`config.mk`:
```
export PLATFORM = sky130hd
export DESIGN_NAME = gate_driver_config_status_regs
export DESIGN_NICKNAME = d
export VERILOG_FILES = /design/src/hdl/gd_regs_pkg.sv /design/src/hdl/gate_driver_config_status_regs.sv /design/src/hdl/sel_timer.sv /design/src/hdl/sync2.sv
export SDC_FILE = /design/constraint.sdc
export NUM_CORES = 1
export LEC_CHECK = 0
export BUFFER_PORTS_ARGS = -buffer_cell sky130_fd_sc_hd__clkbuf_2
export CAP_MARGIN = 25
export CORE_MARGIN = 4
export CORE_UTILIZATION = 50
export CTS_CLUSTER_SIZE = 8
export DETAILED_ROUTE_END_ITERATION = 12
export GPL_TIMING_DRIVEN = 1
export PLACE_DENSITY = 0.8
export SYNTH_ARGS = -nofsm -noshare
export SYNTH_HDL_FRONTEND = slang
export SYNTH_SLANG_ARGS = --single-unit
```
`constraint.sdc`:
```
create_clock -name core_clk -period 2.25 [get_ports core_clk]
set_input_delay 0.225 -clock core_clk [delete_from_list [all_inputs] [get_ports core_clk]]
set_output_delay 0.225 -clock core_clk [all_outputs]
set_load 0.05 [all_outputs]
```
`src/hdl/gd_regs_pkg.sv`:
```
// package: register layout, reset values, message codes for the gate driver register bank
package gd_regs_pkg;

    // ==========================================================
    // register selectors on the message port
    localparam logic [2:0] SEL_POWER_MODE_PROTECTION_CONFIG  = 3'h0;
    localparam logic [2:0] SEL_CURRENT_REFERENCE_DAC_CODE  = 3'h1;
    localparam logic [2:0] SEL_DEAD_BLANK_TIME_CONFIG  = 3'h2;
    localparam logic [2:0] SEL_STAT0 = 3'h3;
    localparam logic [2:0] SEL_DRIVER_FAULT_STATUS = 3'h4;

    // ==========================================================
    // implemented bit masks and reset values
    localparam logic [7:0] POWER_MODE_PROTECTION_CONFIG_MASK  = 8'h7F;
    localparam logic [7:0] CURRENT_REFERENCE_DAC_CODE_MASK  = 8'hFF;
    localparam logic [7:0] DEAD_BLANK_TIME_CONFIG_MASK  = 8'h1F;
    localparam logic [7:0] DRIVER_FAULT_STATUS_MASK = 8'h3C;
    localparam logic [7:0] POWER_MODE_PROTECTION_CONFIG_RST   = 8'h00;
    localparam logic [7:0] CURRENT_REFERENCE_DAC_CODE_RST   = 8'h40;
    localparam logic [7:0] DEAD_BLANK_TIME_CONFIG_RST   = 8'h00;

    // ==========================================================
    // field positions
    localparam int POWER_MODE_PROTECTION_CONFIG_PULLUP_BIT = 6;
    localparam int POWER_MODE_PROTECTION_CONFIG_SLEEP_BIT  = 5;
    localparam int POWER_MODE_PROTECTION_CONFIG_NSIM_BIT   = 4;
    localparam int POWER_MODE_PROTECTION_CONFIG_UVLO_BIT   = 3;
    localparam int POWER_MODE_PROTECTION_CONFIG_SC_BIT     = 2;
    localparam int POWER_MODE_PROTECTION_CONFIG_OC_LSB     = 0;
    localparam int DEAD_BLANK_TIME_CONFIG_DT_LSB     = 2;
    localparam int DEAD_BLANK_TIME_CONFIG_BL_LSB     = 0;
    localparam int DRIVER_FAULT_STATUS_5V_BIT    = 5;
    localparam int DRIVER_FAULT_STATUS_BOR_BIT   = 4;
    localparam int DRIVER_FAULT_STATUS_XOC_BIT   = 3;
    localparam int DRIVER_FAULT_STATUS_XUV_BIT   = 2;

    // ==========================================================
    // reply first bytes
    localparam logic [7:0] MSG_STAT0_UNSOL = 8'h85;
    localparam logic [7:0] MSG_DEAD_BLANK_TIME_CONFIG_ACK    = 8'h47;
    localparam logic [7:0] MSG_DEAD_BLANK_TIME_CONFIG_NAK    = 8'h07;

    // ==========================================================
    // timing in ns, cycles derived at 20 MHz
    localparam int CLK_NS      = 50;
    localparam int DT_MAX_NS   = 2000;
    localparam int DT_STEP_NS  = 250;
    localparam int BL_MAX_NS   = 4000;
    localparam int DT_STEP_CYC = (DT_STEP_NS + CLK_NS - 1) / CLK_NS;
    localparam int DT_MAX_CYC  = (DT_MAX_NS + CLK_NS - 1) / CLK_NS;
    localparam int BL_MAX_CYC  = (BL_MAX_NS + CLK_NS - 1) / CLK_NS;

    typedef enum logic [1:0]
    {
        PM_ACTIVE  = 2'b00,
        PM_STANDBY = 2'b01,
        PM_SLEEP   = 2'b10
    } power_mode_e;

    typedef struct packed
    {
        logic       buck_low_fault;
        logic       buck_low_warning;
        logic       buck_input_overcurrent_warning;
        logic       supply_overvoltage_fault;
        logic       driver_supply_overvoltage_fault;
        logic       supply_undervoltage_fault;
        logic       overtemp_fault;
        logic       overtemp_warning;
        logic       five_volt_reg_low_fault;
        logic       fet_overcurrent_fault;
        logic       gate_drive_low_fault;
    } comp_s;

    typedef struct packed
    {
        logic       wr;
        logic       rd;
        logic [2:0] sel;
        logic [7:0] data;
    } msg_req_s;

endpackage : gd_regs_pkg

```
`src/hdl/gate_driver_config_status_regs.sv`:
```
// configuration and fault status register bank of a three-phase gate driver
`timescale 1ns/1ps
module gate_driver_config_status_regs
    import gd_regs_pkg::*;
#(
    parameter bit HAS_DRV_OV = 1'b1  // driver supply overvoltage detect present
) (
    input  wire logic     core_clk,             // 20 MHz clock
    input  wire logic     rst_n,                // async reset, low
    input  wire logic     brownout,             // internal brown-out reset pulse
    input  wire logic     chip_enable,          // chip enable pin
    input  wire msg_req_s msg_req,              // decoded host message
    input  wire comp_s    comp_raw,             // analog comparator levels
    input  wire logic     pwm_edge,             // gate switching edge
    output logic          pullup_connect,       // link pull-up switch
    output logic [1:0]    power_mode,           // active, standby, sleep
    output logic          neutral_sim_enable,   // neutral simulator on
    output logic          fet_uv_lockout_en,    // lockout enabled
    output logic          fet_short_detect_en,  // short detect enabled
    output logic [1:0]    fet_overcurrent_limit,// limit code
    output logic [7:0]    current_ref_code,     // DAC code
    output logic [2:0]    dead_time_select,     // dead time code
    output logic [1:0]    blanking_time_select, // blanking code
    output logic          dead_time_active,     // dead time window
    output logic          blanking_active,      // blanking window
    output logic          rsp_valid,            // reply byte pair valid
    output logic [7:0]    rsp_byte1,            // reply first byte
    output logic [7:0]    rsp_byte2             // reply second byte
);

    // ==========================================================
    // synchronisers
    comp_s comp_s_sync;
    logic  ce_sync;

    sync2 #(.W($bits(comp_s))) u_comp_sync (
        .core_clk (core_clk),
        .rst_n    (rst_n),
        .d        (comp_raw),
        .q        (comp_s_sync)
    );

    sync2 #(.W(1)) u_ce_sync (
        .core_clk (core_clk),
        .rst_n    (rst_n),
        .d        (chip_enable),
        .q        (ce_sync)
    );

    // ==========================================================
    // register state
    logic [7:0]  power_mode_protection_config_q, current_reference_dac_code_q, dead_blank_time_config_q;
    logic        bor_q;
    power_mode_e mode_q, mode_d;
    logic [7:0]  stat0_prev_q;

    wire is_cfg_wr  = msg_req.wr;
    wire wr_power_mode_protection_config    = is_cfg_wr && (msg_req.sel == SEL_POWER_MODE_PROTECTION_CONFIG);
    wire wr_current_reference_dac_code    = is_cfg_wr && (msg_req.sel == SEL_CURRENT_REFERENCE_DAC_CODE);
    wire wr_dead_blank_time_config    = is_cfg_wr && (msg_req.sel == SEL_DEAD_BLANK_TIME_CONFIG);
    wire in_standby = (mode_q == PM_STANDBY);

    // keep bit is only written in standby
    wire [7:0] power_mode_protection_config_keep_mask = in_standby ? POWER_MODE_PROTECTION_CONFIG_MASK
                              : (POWER_MODE_PROTECTION_CONFIG_MASK & ~(8'h01 << POWER_MODE_PROTECTION_CONFIG_PULLUP_BIT));
    wire [7:0] power_mode_protection_config_wdata = (msg_req.data & power_mode_protection_config_keep_mask) | (power_mode_protection_config_q & ~power_mode_protection_config_keep_mask);
    wire [7:0] dead_blank_time_config_wdata = msg_req.data & DEAD_BLANK_TIME_CONFIG_MASK;
    wire       dead_blank_time_config_ok    = (msg_req.data & ~DEAD_BLANK_TIME_CONFIG_MASK) == 8'h00;

    always_ff @(posedge core_clk or negedge rst_n)
    begin
        if (!rst_n)
        begin
            power_mode_protection_config_q <= POWER_MODE_PROTECTION_CONFIG_RST;
            current_reference_dac_code_q <= CURRENT_REFERENCE_DAC_CODE_RST;
            dead_blank_time_config_q <= DEAD_BLANK_TIME_CONFIG_RST;
        end
        else if (brownout)
        begin
            power_mode_protection_config_q <= POWER_MODE_PROTECTION_CONFIG_RST;
            current_reference_dac_code_q <= CURRENT_REFERENCE_DAC_CODE_RST;
            dead_blank_time_config_q <= DEAD_BLANK_TIME_CONFIG_RST;
        end
        else
        begin
            if (wr_power_mode_protection_config)
                power_mode_protection_config_q <= power_mode_protection_config_wdata;
            if (wr_current_reference_dac_code)
                current_reference_dac_code_q <= msg_req.data & CURRENT_REFERENCE_DAC_CODE_MASK;
            if (wr_dead_blank_time_config && dead_blank_time_config_ok)
                dead_blank_time_config_q <= dead_blank_time_config_wdata;
        end
    end

    // warning set on reset, cleared by config message
    always_ff @(posedge core_clk or negedge rst_n)
    begin
        if (!rst_n)
            bor_q <= 1'b1;
        else if (brownout)
            bor_q <= 1'b1;
        else if (is_cfg_wr)
            bor_q <= 1'b0;
    end

    // ==========================================================
    // power mode
    // sleep or standby on chip enable low
    always_comb
    begin
        mode_d = PM_ACTIVE;
        if (!ce_sync)
            mode_d = power_mode_protection_config_q[POWER_MODE_PROTECTION_CONFIG_SLEEP_BIT] ? PM_SLEEP : PM_STANDBY;
    end

    always_ff @(posedge core_clk or negedge rst_n)
    begin
        if (!rst_n)
            mode_q <= PM_STANDBY;
        else
            mode_q <= mode_d;
    end

    wire pullup_d = (mode_d == PM_ACTIVE)
                  || ((mode_d == PM_STANDBY) && power_mode_protection_config_q[POWER_MODE_PROTECTION_CONFIG_PULLUP_BIT]);

    // ==========================================================
    // status bytes
    // status0 mirror
    wire [7:0] stat0 = {comp_s_sync.buck_low_fault,
                        comp_s_sync.buck_low_warning,
                        comp_s_sync.buck_input_overcurrent_warning,
                        comp_s_sync.supply_overvoltage_fault,
                        comp_s_sync.driver_supply_overvoltage_fault & HAS_DRV_OV,
                        comp_s_sync.supply_undervoltage_fault,
                        comp_s_sync.overtemp_fault,
                        comp_s_sync.overtemp_warning};

    wire [7:0] driver_fault_status = ({2'b00, comp_s_sync.five_volt_reg_low_fault, bor_q,
                         comp_s_sync.fet_overcurrent_fault & power_mode_protection_config_q[POWER_MODE_PROTECTION_CONFIG_SC_BIT],
                         comp_s_sync.gate_drive_low_fault, 2'b00}) & DRIVER_FAULT_STATUS_MASK;

    wire [7:0] rd_data = (msg_req.sel == SEL_POWER_MODE_PROTECTION_CONFIG)  ? (power_mode_protection_config_q & POWER_MODE_PROTECTION_CONFIG_MASK) :
                         (msg_req.sel == SEL_CURRENT_REFERENCE_DAC_CODE)  ? current_reference_dac_code_q :
                         (msg_req.sel == SEL_DEAD_BLANK_TIME_CONFIG)  ? (dead_blank_time_config_q & DEAD_BLANK_TIME_CONFIG_MASK) :
                         (msg_req.sel == SEL_STAT0) ? stat0 :
                         (msg_req.sel == SEL_DRIVER_FAULT_STATUS) ? driver_fault_status : 8'h00;

    wire stat0_unsol = (stat0 != stat0_prev_q) && !msg_req.wr && !msg_req.rd;

    // ==========================================================
    // replies
    always_ff @(posedge core_clk or negedge rst_n)
    begin
        if (!rst_n)
        begin
            rsp_valid    <= 1'b0;
            rsp_byte1    <= 8'h00;
            rsp_byte2    <= 8'h00;
            stat0_prev_q <= 8'h00;
        end
        else
        begin
            rsp_valid <= 1'b0;
            if (wr_dead_blank_time_config)
            begin
                rsp_valid <= 1'b1;
                rsp_byte1 <= dead_blank_time_config_ok ? MSG_DEAD_BLANK_TIME_CONFIG_ACK : MSG_DEAD_BLANK_TIME_CONFIG_NAK;
                rsp_byte2 <= dead_blank_time_config_wdata;
            end
            else if (msg_req.rd)
            begin
                rsp_valid <= 1'b1;
                rsp_byte1 <= {5'h00, msg_req.sel};
                rsp_byte2 <= rd_data;
            end
            else if (stat0_unsol)
            begin
                rsp_valid    <= 1'b1;
                rsp_byte1    <= MSG_STAT0_UNSOL;
                rsp_byte2    <= stat0;
                stat0_prev_q <= stat0;
            end
        end
    end

    // ==========================================================
    // timing windows
    // dead time 2000 ns minus 250 ns steps
    wire [7:0] dt_load = 8'(DT_MAX_CYC - DT_STEP_CYC * int'(dead_blank_time_config_q[DEAD_BLANK_TIME_CONFIG_DT_LSB +: 3]));
    wire [7:0] bl_load = 8'(BL_MAX_CYC >> dead_blank_time_config_q[DEAD_BLANK_TIME_CONFIG_BL_LSB +: 2]);

    sel_timer u_dead (
        .core_clk (core_clk),
        .rst_n    (rst_n),
        .start    (pwm_edge),
        .load     (dt_load),
        .busy     (dead_time_active)
    );

    sel_timer u_blank (
        .core_clk (core_clk),
        .rst_n    (rst_n),
        .start    (pwm_edge),
        .load     (bl_load),
        .busy     (blanking_active)
    );

    // ==========================================================
    // registered control outputs
    always_ff @(posedge core_clk or negedge rst_n)
    begin
        if (!rst_n)
        begin
            pullup_connect        <= 1'b0;
            power_mode            <= PM_STANDBY;
            neutral_sim_enable    <= 1'b0;
            fet_uv_lockout_en     <= 1'b1;
            fet_short_detect_en   <= 1'b1;
            fet_overcurrent_limit <= 2'b00;
            current_ref_code      <= CURRENT_REFERENCE_DAC_CODE_RST;
            dead_time_select      <= 3'b000;
            blanking_time_select  <= 2'b00;
        end
        else
        begin
            pullup_connect        <= pullup_d;
            power_mode            <= mode_d;
            neutral_sim_enable    <= power_mode_protection_config_q[POWER_MODE_PROTECTION_CONFIG_NSIM_BIT];
            fet_uv_lockout_en     <= ~power_mode_protection_config_q[POWER_MODE_PROTECTION_CONFIG_UVLO_BIT];
            fet_short_detect_en   <= ~power_mode_protection_config_q[POWER_MODE_PROTECTION_CONFIG_SC_BIT];
            fet_overcurrent_limit <= power_mode_protection_config_q[POWER_MODE_PROTECTION_CONFIG_OC_LSB +: 2];
            current_ref_code      <= current_reference_dac_code_q;
            dead_time_select      <= dead_blank_time_config_q[DEAD_BLANK_TIME_CONFIG_DT_LSB +: 3];
            blanking_time_select  <= dead_blank_time_config_q[DEAD_BLANK_TIME_CONFIG_BL_LSB +: 2];
        end
    end

endmodule : gate_driver_config_status_regs

```
`src/hdl/sel_timer.sv`:
```
// down-counter that measures a selected interval in clock cycles
`timescale 1ns/1ps
module sel_timer (
    input  wire logic       core_clk, // clock
    input  wire logic       rst_n,    // async reset, low
    input  wire logic       start,    // load and run
    input  wire logic [7:0] load,     // cycles to count
    output logic            busy      // high while counting
);
    logic [7:0] cnt_q;

    always_ff @(posedge core_clk or negedge rst_n)
    begin
        if (!rst_n)
            cnt_q <= 8'h00;
        else if (start)
            cnt_q <= load;
        else if (cnt_q != 8'h00)
            cnt_q <= cnt_q - 8'h01;
    end

    always_ff @(posedge core_clk or negedge rst_n)
    begin
        if (!rst_n)
            busy <= 1'b0;
        else
            busy <= start | (cnt_q > 8'h01);
    end
endmodule : sel_timer

```
`src/hdl/sync2.sv`:
```
// two flip-flop level synchroniser, parameterised width
`timescale 1ns/1ps
module sync2 #(
    parameter int W = 1
) (
    input  wire logic         core_clk, // clock
    input  wire logic         rst_n,    // async reset, low
    input  wire logic [W-1:0] d,        // asynchronous input
    output logic      [W-1:0] q         // synchronised level
);
    logic [W-1:0] meta_q;

    always_ff @(posedge core_clk or negedge rst_n)
    begin
        if (!rst_n)
        begin
            meta_q <= '0;
            q      <= '0;
        end
        else
        begin
            meta_q <= d;
            q      <= meta_q;
        end
    end
endmodule : sync2

```
==> results of run 1 <==
==> power by group through the flow <==
stage | clock, mW | sequential [mW] | combinational (mW)
4_1_cts | 1.16 | 2.15 | 0.705
5_1_grt | 1.24 | 2.17 | 0.773
3_3_place_gp | 0 | 2.18 | 0.666
2_1_floorplan | 0 | 2.28 | 0.379
6_report | 1.13 | 2.15 | 0.701
3_5_place_dp | 0 | 2.19 | 0.682
==> kinds of logic (layout without fill, tap and decap cells) <==
| kind of cell | after synthesis | count (layout) |
|---|---|---|
| xor+xnor | 23 | 23 |
| fa+ha+maj | 14 | 14 |
| flops | 106 | 106 |
| buf+inv | 41 | 129 |
| other cells | 1 | 3 |
| mux | 24 | 24 |
| simple gates | 120 | 120 |
| compound gates | 81 | 81 |
==> per-layer routing <==
layer,up-vias,wire (µm),track usage
met5,-,0,0
met4,0,204,0.0579
met3,19,472,0.0410
met2,108,5150,0.336
met1,1661,4320,0.248
li1,1573,-,-
==> synthesized netlist by cell type (all sizes together), types with 3 or more instances <==
| cell type | count |
|---|---|
| a21oi | 22 |
| xnor2 | 11 |
| nor2 | 40 |
| or3 | 4 |
| inv | 21 |
| nand3b | 5 |
| and3 | 3 |
| or4 | 5 |
| mux2i | 14 |
| dfstp | 6 |
| o21a | 5 |
| a211oi | 6 |
| ha | 14 |
| clkbuf | 10 |
| nand2b | 4 |
| nor3 | 10 |
| nand3 | 4 |
| mux2 | 10 |
| dfrtp | 100 |
| nand2 | 36 |
| o31ai | 7 |
| a21o | 3 |
| xor2 | 12 |
| a221oi | 3 |
| o21ai | 16 |
| buf | 10 |
==> worst max-delay path: stages (launching register included) <==
cell and delay (ns):
dfrtp_1 0.43, buf_4 0.17, ha_1 0.28, inv_1 0.07, ha_1 0.33, a21o_1 0.19
a21oi_1 0.18, xor2_1 0.19, a211oi_1 0.09
==> sequential cells by signal, summed over array words and instances, names as in the netlist, 5 cells and up <==
signal and count:
u_comp_sync.meta_q 11, u_comp_sync.q 11, current_ref_code 8, current_reference_dac_code_q 8
rsp_byte2 8, stat0_prev_q 8, u_blank.cnt_q 8, u_dead.cnt_q 8
power_mode_protection_config_q 7, dead_blank_time_config_q 5, rsp_byte1 5
==> timing repair <==
action,4_1_cts,5_1_grt
endpoints found under the setup margin,0,1
hold buffers,13,0
gates resized for setup,0,1
hold endpoints to repair,41,0
setup buffers,0,1
==> layout make-up <==
class / instances / share of cell area
clock inverter: 6 / 0.00995
clock buffer: 10 / 0.0255
tap: 108 / 0.0250
multi-input combinational: 265 / 0.327
timing repair buffer: 92 / 0.106
inverter: 21 / 0.0146
sequential: 106 / 0.492
==> worst max-delay path by stage <==
stage	endpoint	depth (start not counted)	slack, ns	from
after floorplan	u_dead.cnt_q[5]$_DFFE_PN0P_	8	0.31	dead_blank_time_config_q[4]$_DFFE_PN0P_
after global placement	u_dead.cnt_q[5]$_DFFE_PN0P_	8	0.27	dead_blank_time_config_q[2]$_DFFE_PN0P_
after detailed placement	u_dead.cnt_q[5]$_DFFE_PN0P_	8	0.15	dead_blank_time_config_q[2]$_DFFE_PN0P_
after CTS	u_dead.cnt_q[5]$_DFFE_PN0P_	8	0.06	dead_blank_time_config_q[2]$_DFFE_PN0P_
after global routing	u_dead.cnt_q[5]$_DFFE_PN0P_	8	0.03	dead_blank_time_config_q[2]$_DFFE_PN0P_
final	u_dead.cnt_q[5]$_DFFE_PN0P_	8	0.18	dead_blank_time_config_q[4]$_DFFE_PN0P_
==> out/results.ini, run 1 <==
[drt]
ant_nets = 0
vias_per_cell = 5.53
drt_wl_total_um = 10100
routedWlPerCell_um = 16.7
drcViolationCount = 0
drtPass1Iterations = 5
drt_iter0_markers = 195
vias = 3361

[global_route]
grt_pass1_vias = 3440
grt-ovfl-total = 0
grt_usage = 0.195
antenna_found_initial = 0
grt_pass1_wl_um = 17000
grt_max_degree = 40

[floorplanning]
core_area_um2 = 8810
die-area_um2 = 10800
die_y_um = 104
rows = 34
start_util = 0.520
die_width_um = 104
num_io_pins = 69

[finish]
layout_common_cells = dfrtp_1, clkbuf_2, nor2_1
multi_input_area_um2 = 1770
seqCellArea_um2 = 2660
synthToLayoutAreaGrowth_pct = 18.1
finish.instance_area_um2 = 5410
nets = 538
drive_gt1_frac = 0.244
final_cells = 608
n_fill_cell = 702
finish.utilization = 0.614
layout_commonest_cell = dfrtp_1
antenna_cells = 0

[clocking]
cts_buffers = 9
clkSlewWorstSetupHoldPaths_ns = 0.10
clkSinkCount = 106
cts-root-buf = clkbuf_8
clockBufferDepth = 2
cts_tree = built
cts_max_level = 3
clk_latency_ns = 0.37

[sta]
finalCriticalPeriod_ns = 2.07
worst_slew_pin_slew_ns = 0.570
final_hold_viol_count = 0
rsz0062_at_grt = no
fin_skew_ns = 0.00820
setup_viol = 0
drv_slew = 0
setup_tns_ns = 0
fin_crit_sh = 0.918
fin_ws_ns = 0.183
max_freq_ghz = 0.484
maxSlewHeadroom = 0.620
hold-worst-slack_ns = 0.0851

[pwr]
powerDensity_nw_per_um2 = 737
pwr-share-comb = 0.176
p_total_mw = 3.99
switching_share = 0.304
p_int_mw = 2.77
irDropWorstVdd_uv = 486
clkPwrFrac = 0.284
seqPwrFrac = 0.540
p_switching_mw = 1.21
p_leak_nw = 2.57

[setup_path]
path_class = flip-flop to flip-flop
end_kind = flip-flop
rr_endpoint = u_dead.cnt_q[5]$_DFFE_PN0P_
cp.arrival_ns = 2.30
cp_max_fo = 5
cp-start-kind = flip-flop
critPathRequiredTime_ns = 2.48
reg2reg_depth = 8
regToRegSetupSlack_ns = 0.18
rr_startpoint = dead_blank_time_config_q[4]$_DFFE_PN0P_

[hold_path]
hold_start = msg_req[7]
holdPathEnd = current_reference_dac_code_q[7]$_DFFE_PN0P_
hold_class = input port to flip-flop
holdPathStages = 3

[synth]
syn-cell-area_um2 = 4580
yosysTopAreaCell = dfrtp_1
synthAdderAreaFrac = 0.0382
synth_flop_cell = dfrtp_1
yosys_warnings = 0
postSynthAreaPerCell_um2 = 11.2
ys_types = 55
yosys.area_share.simple = 0.128
synth_seq_area_share = 0.581
synth-compound-area-share = 0.116
synth_area_leaders = dfrtp_1, ha_1, dfstp_2
synth_cells = 410
yosysTopAreaCellShare = 0.546
postSynth.asyncResetShare = 1.00
synthXorXnorAreaFrac = 0.0440
synth_top_family_by_area = simple AND/OR/NAND/NOR gates
ys_ff_latch = 106
synth_edf_count = 0
synthMuxAreaShare = 0.0552

[placement]
place_area_um2 = 5070
dp_slack_ns = 0.145
place_inst = 578
portBuffers = 65
gp_congestion = 0.931
dp_hpwl_um = 7350

[run]
max-cap-violations = 0

[status]
status = complete, no violations

No activity file was read; power rests on OpenSTA's default activity.
==> inputs of run 2 (changes only) <==
--- a/config.mk
+++ b/config.mk
@@ -13,4 +13,5 @@
 export DETAILED_ROUTE_END_ITERATION = 12
 export GPL_TIMING_DRIVEN = 1
+export MAX_ROUTING_LAYER = met4
 export PLACE_DENSITY = 0.8
 export SYNTH_ARGS = -nofsm -noshare
==> constraint.sdc (replaced) <==
create_clock -name core_clk -period 2.25 [get_ports core_clk]
set_input_delay 0.3375 -clock core_clk [delete_from_list [all_inputs] [get_ports core_clk]]
set_output_delay 0.3375 -clock core_clk [all_outputs]
set_load 0.05 [all_outputs]
==> run 2 against run 1 <==
  * Sequential cell count is the same
  * Critical path depth shrank 3
  * Non-clock buffer count shrank 11
  * Utilization shrank 1.3 points
==> out/results.ini, run 2 (synthesized netlist as in run 1, its figures left out) <==
[status]
status = complete, no violations  ; unchanged

[floorplanning]
start_util = 0.520  ; unchanged
rows = 34  ; unchanged
num_io_pins = 69  ; unchanged
die_width_um = 104  ; unchanged
die-area_um2 = 10800  ; unchanged
core_area_um2 = 8810  ; unchanged
die_y_um = 104  ; unchanged

[finish]
synthToLayoutAreaGrowth_pct = 15.6  ; was 18.1%
nets = 527  ; was 538
reg_top3 = u_comp_sync.meta_q (11), u_comp_sync.q (11)  ; unchanged
drive_gt1_frac = 0.252  ; was 0.244
layout_commonest_cell = dfrtp_1  ; unchanged
antenna_cells = 0  ; unchanged
layout_common_cells = dfrtp_1, clkbuf_2, nor2_1  ; unchanged

[placement]
portBuffers = 65  ; unchanged
gp_congestion = 0.928  ; was 0.931
dp_slack_ns = 0.119  ; was 0.145 ns
dp_hpwl_um = 7310  ; was 7350 µm

[setup_path]
path_class = flip-flop to flip-flop  ; unchanged
worstPathCellList = xor2_1, nor4_1, a211o_1, buf_4, mux2_2  ; was buf_4, ha_1, inv_1, ha_1, a21o_1, a21oi_1, xor2_1, a211oi_1
cp_top_family = simple AND/OR/NAND/NOR gates  ; was adder cells
path_buf_inv = 1  ; was 2
end_kind = flip-flop  ; unchanged
startpoint = u_comp_sync.q[3]$_DFF_PN0_  ; was dead_blank_time_config_q[4]$_DFFE_PN0P_
critPathMaxStageDelay_ns = 0.45  ; was 0.43 ns
reg2reg_depth = 5  ; was 8
rr_startpoint = u_comp_sync.q[3]$_DFF_PN0_  ; was dead_blank_time_config_q[4]$_DFFE_PN0P_
cp-start-kind = flip-flop  ; unchanged
cp.arrival_ns = 2.36  ; was 2.30 ns
critPathRequiredTime_ns = 2.52  ; was 2.48 ns
cp_max_fo = 7  ; was 5
crit_cells = 5  ; was 8
rr_endpoint = stat0_prev_q[5]$_DFFE_PN0P_  ; was u_dead.cnt_q[5]$_DFFE_PN0P_
cp_slowest_cell = nor4_1  ; was dfrtp_1
worstSetupEndpoint = stat0_prev_q[5]$_DFFE_PN0P_  ; was u_dead.cnt_q[5]$_DFFE_PN0P_
regToRegSetupSlack_ns = 0.16  ; was 0.18 ns

[pwr]
pwr-share-comb = 0.174  ; was 0.176
switching_share = 0.309  ; was 0.304
p_leak_nw = 2.53  ; was 2.57 nW
powerDensity_nw_per_um2 = 748  ; was 737 nW/µm²
irDropWorstVdd_uv = 493  ; was 486 µV
seqPwrFrac = 0.544  ; was 0.540
p_switching_mw = 1.23  ; was 1.21 mW
clkPwrFrac = 0.283  ; was 0.284
p_int_mw = 2.74  ; was 2.77 mW

[sta]
finalCriticalPeriod_ns = 2.09  ; was 2.07 ns
drv_slew = 0  ; unchanged
final_hold_viol_count = 0  ; unchanged
setup_viol = 0  ; unchanged
fin_ws_ns = 0.164  ; was 0.183 ns
setup_tns_ns = 0  ; unchanged
fin_crit_sh = 0.927  ; was 0.918
rsz0062_at_grt = no  ; unchanged
maxSlewHeadroom = 0.611  ; was 0.620
worst_slew_pin_slew_ns = 0.584  ; was 0.570 ns
max_freq_ghz = 0.479  ; was 0.484 GHz
fin_skew_ns = 0.00927  ; was 0.00820 ns

[global_route]
grt_pass1_vias = 3380  ; was 3440
grt_pass1_wl_um = 16900  ; was 17000 µm
grt_max_degree = 41  ; was 40
grt_usage = 0.200  ; was 0.195
antenna_found_initial = 0  ; unchanged
grt-ovfl-total = 0  ; unchanged

[drt]
drt_wl_total_um = 10000  ; was 10100 µm
vias = 3334  ; was 3361
drt_iter0_markers = 220  ; was 195
ant_nets = 0  ; unchanged
vias_per_cell = 5.58  ; was 5.53
drtPass1Iterations = 4  ; was 5
routedWlPerCell_um = 16.8  ; was 16.7 µm
drcViolationCount = 0  ; unchanged

[clocking]
clkSinkCount = 106  ; unchanged
clk_latency_ns = 0.37  ; about the same
clkSlewWorstSetupHoldPaths_ns = 0.11  ; was 0.10 ns
cts_max_level = 3  ; unchanged
cts_tree = built  ; unchanged
clockBufferDepth = 2  ; unchanged
cts_buffers = 9  ; unchanged
cts-root-buf = clkbuf_8  ; unchanged

[run]
max-cap-violations = 0  ; unchanged

[hold_path]
hold_class = input port to flip-flop  ; unchanged

run 2: cell count changes in the layout (fill, tap and decap cells not counted):
cell,change
clkinvlp_4,-1
dlygate4sd3_1,-12
buf_4,+1
clkbuf_8,-1
clkinv_8,+1
clkinv_2,+1
run 2: how the worst min path moves through the flow:
| stage | start | end | slack, ns | cells after the start |
|---|---|---|---|---|
| floorplan | rst_n | blanking_time_select[0]$_DFF_PN0_ | 0.04 | 0 |
| global placement | u_comp_sync.meta_q[10]$_DFF_PN0_ | u_comp_sync.q[10]$_DFF_PN0_ | 0.33 | 0 |
| detailed placement | u_comp_sync.meta_q[7]$_DFF_PN0_ | u_comp_sync.q[7]$_DFF_PN0_ | 0.33 | 0 |
| CTS | comp_raw[0] | u_comp_sync.meta_q[0]$_DFF_PN0_ | 0.04 | 1 |
| global route | comp_raw[5] | u_comp_sync.meta_q[5]$_DFF_PN0_ | 0.03 | 1 |
| finish | comp_raw[0] | u_comp_sync.meta_q[0]$_DFF_PN0_ | 0.06 | 1 |
run 2: power by group through the flow:
stage	Combinational, mW	Clock, mW	Sequential [mW]
after floorplan	0.379	0	2.28
after global placement	0.671	0	2.18
after detailed placement	0.686	0	2.19
after CTS	0.692	1.16	2.15
after global routing	0.757	1.24	2.17
final	0.688	1.12	2.15
run 2: through the flow:
step	hold WS (ns)	total power [mW]	cell area (µm²)	std cells	util
after floorplan	0.0419	2.66	4590	412	-
after global placement	0.333	2.85	5080	579	0.577
after detailed placement	0.335	2.88	5080	579	0.577
after CTS	0.0425	4.01	5280	596	0.600
after global routing	0.0283	4.17	5300	597	0.601
final	0.0589	3.96	5300	597	0.601
run 2: repair_timing:
item,4_1_cts,5_1_grt
hold endpoints to repair,32,0
hold buffers,1,0
gates resized for setup,0,1
buffers inserted,0,1
endpoints found under the setup margin,0,1
run 2: layout make-up:
class	count	area, µm²
inverters	21	78.8
multi-input cells	265	1770
flip-flops and latches	106	2660
repair buffers	81	463
fillers	723	3510
well taps	108	135
clock inverters	7	67.6
clock buffers	9	124
run 2: metal layers:
metal,GRT usage,part of all wire
met1,0.253,0.41
met5,-,0
met3,0.0423,0.059
met4,0.0655,0.024
met2,0.323,0.51
run 2: worst reg2reg max path, stage by stage (launching register included):
cell and delay (ns):
dfrtp_1 0.44, xor2_1 0.19, nor4_1 0.45, a211o_1 0.35
buf_4 0.22, mux2_2 0.34
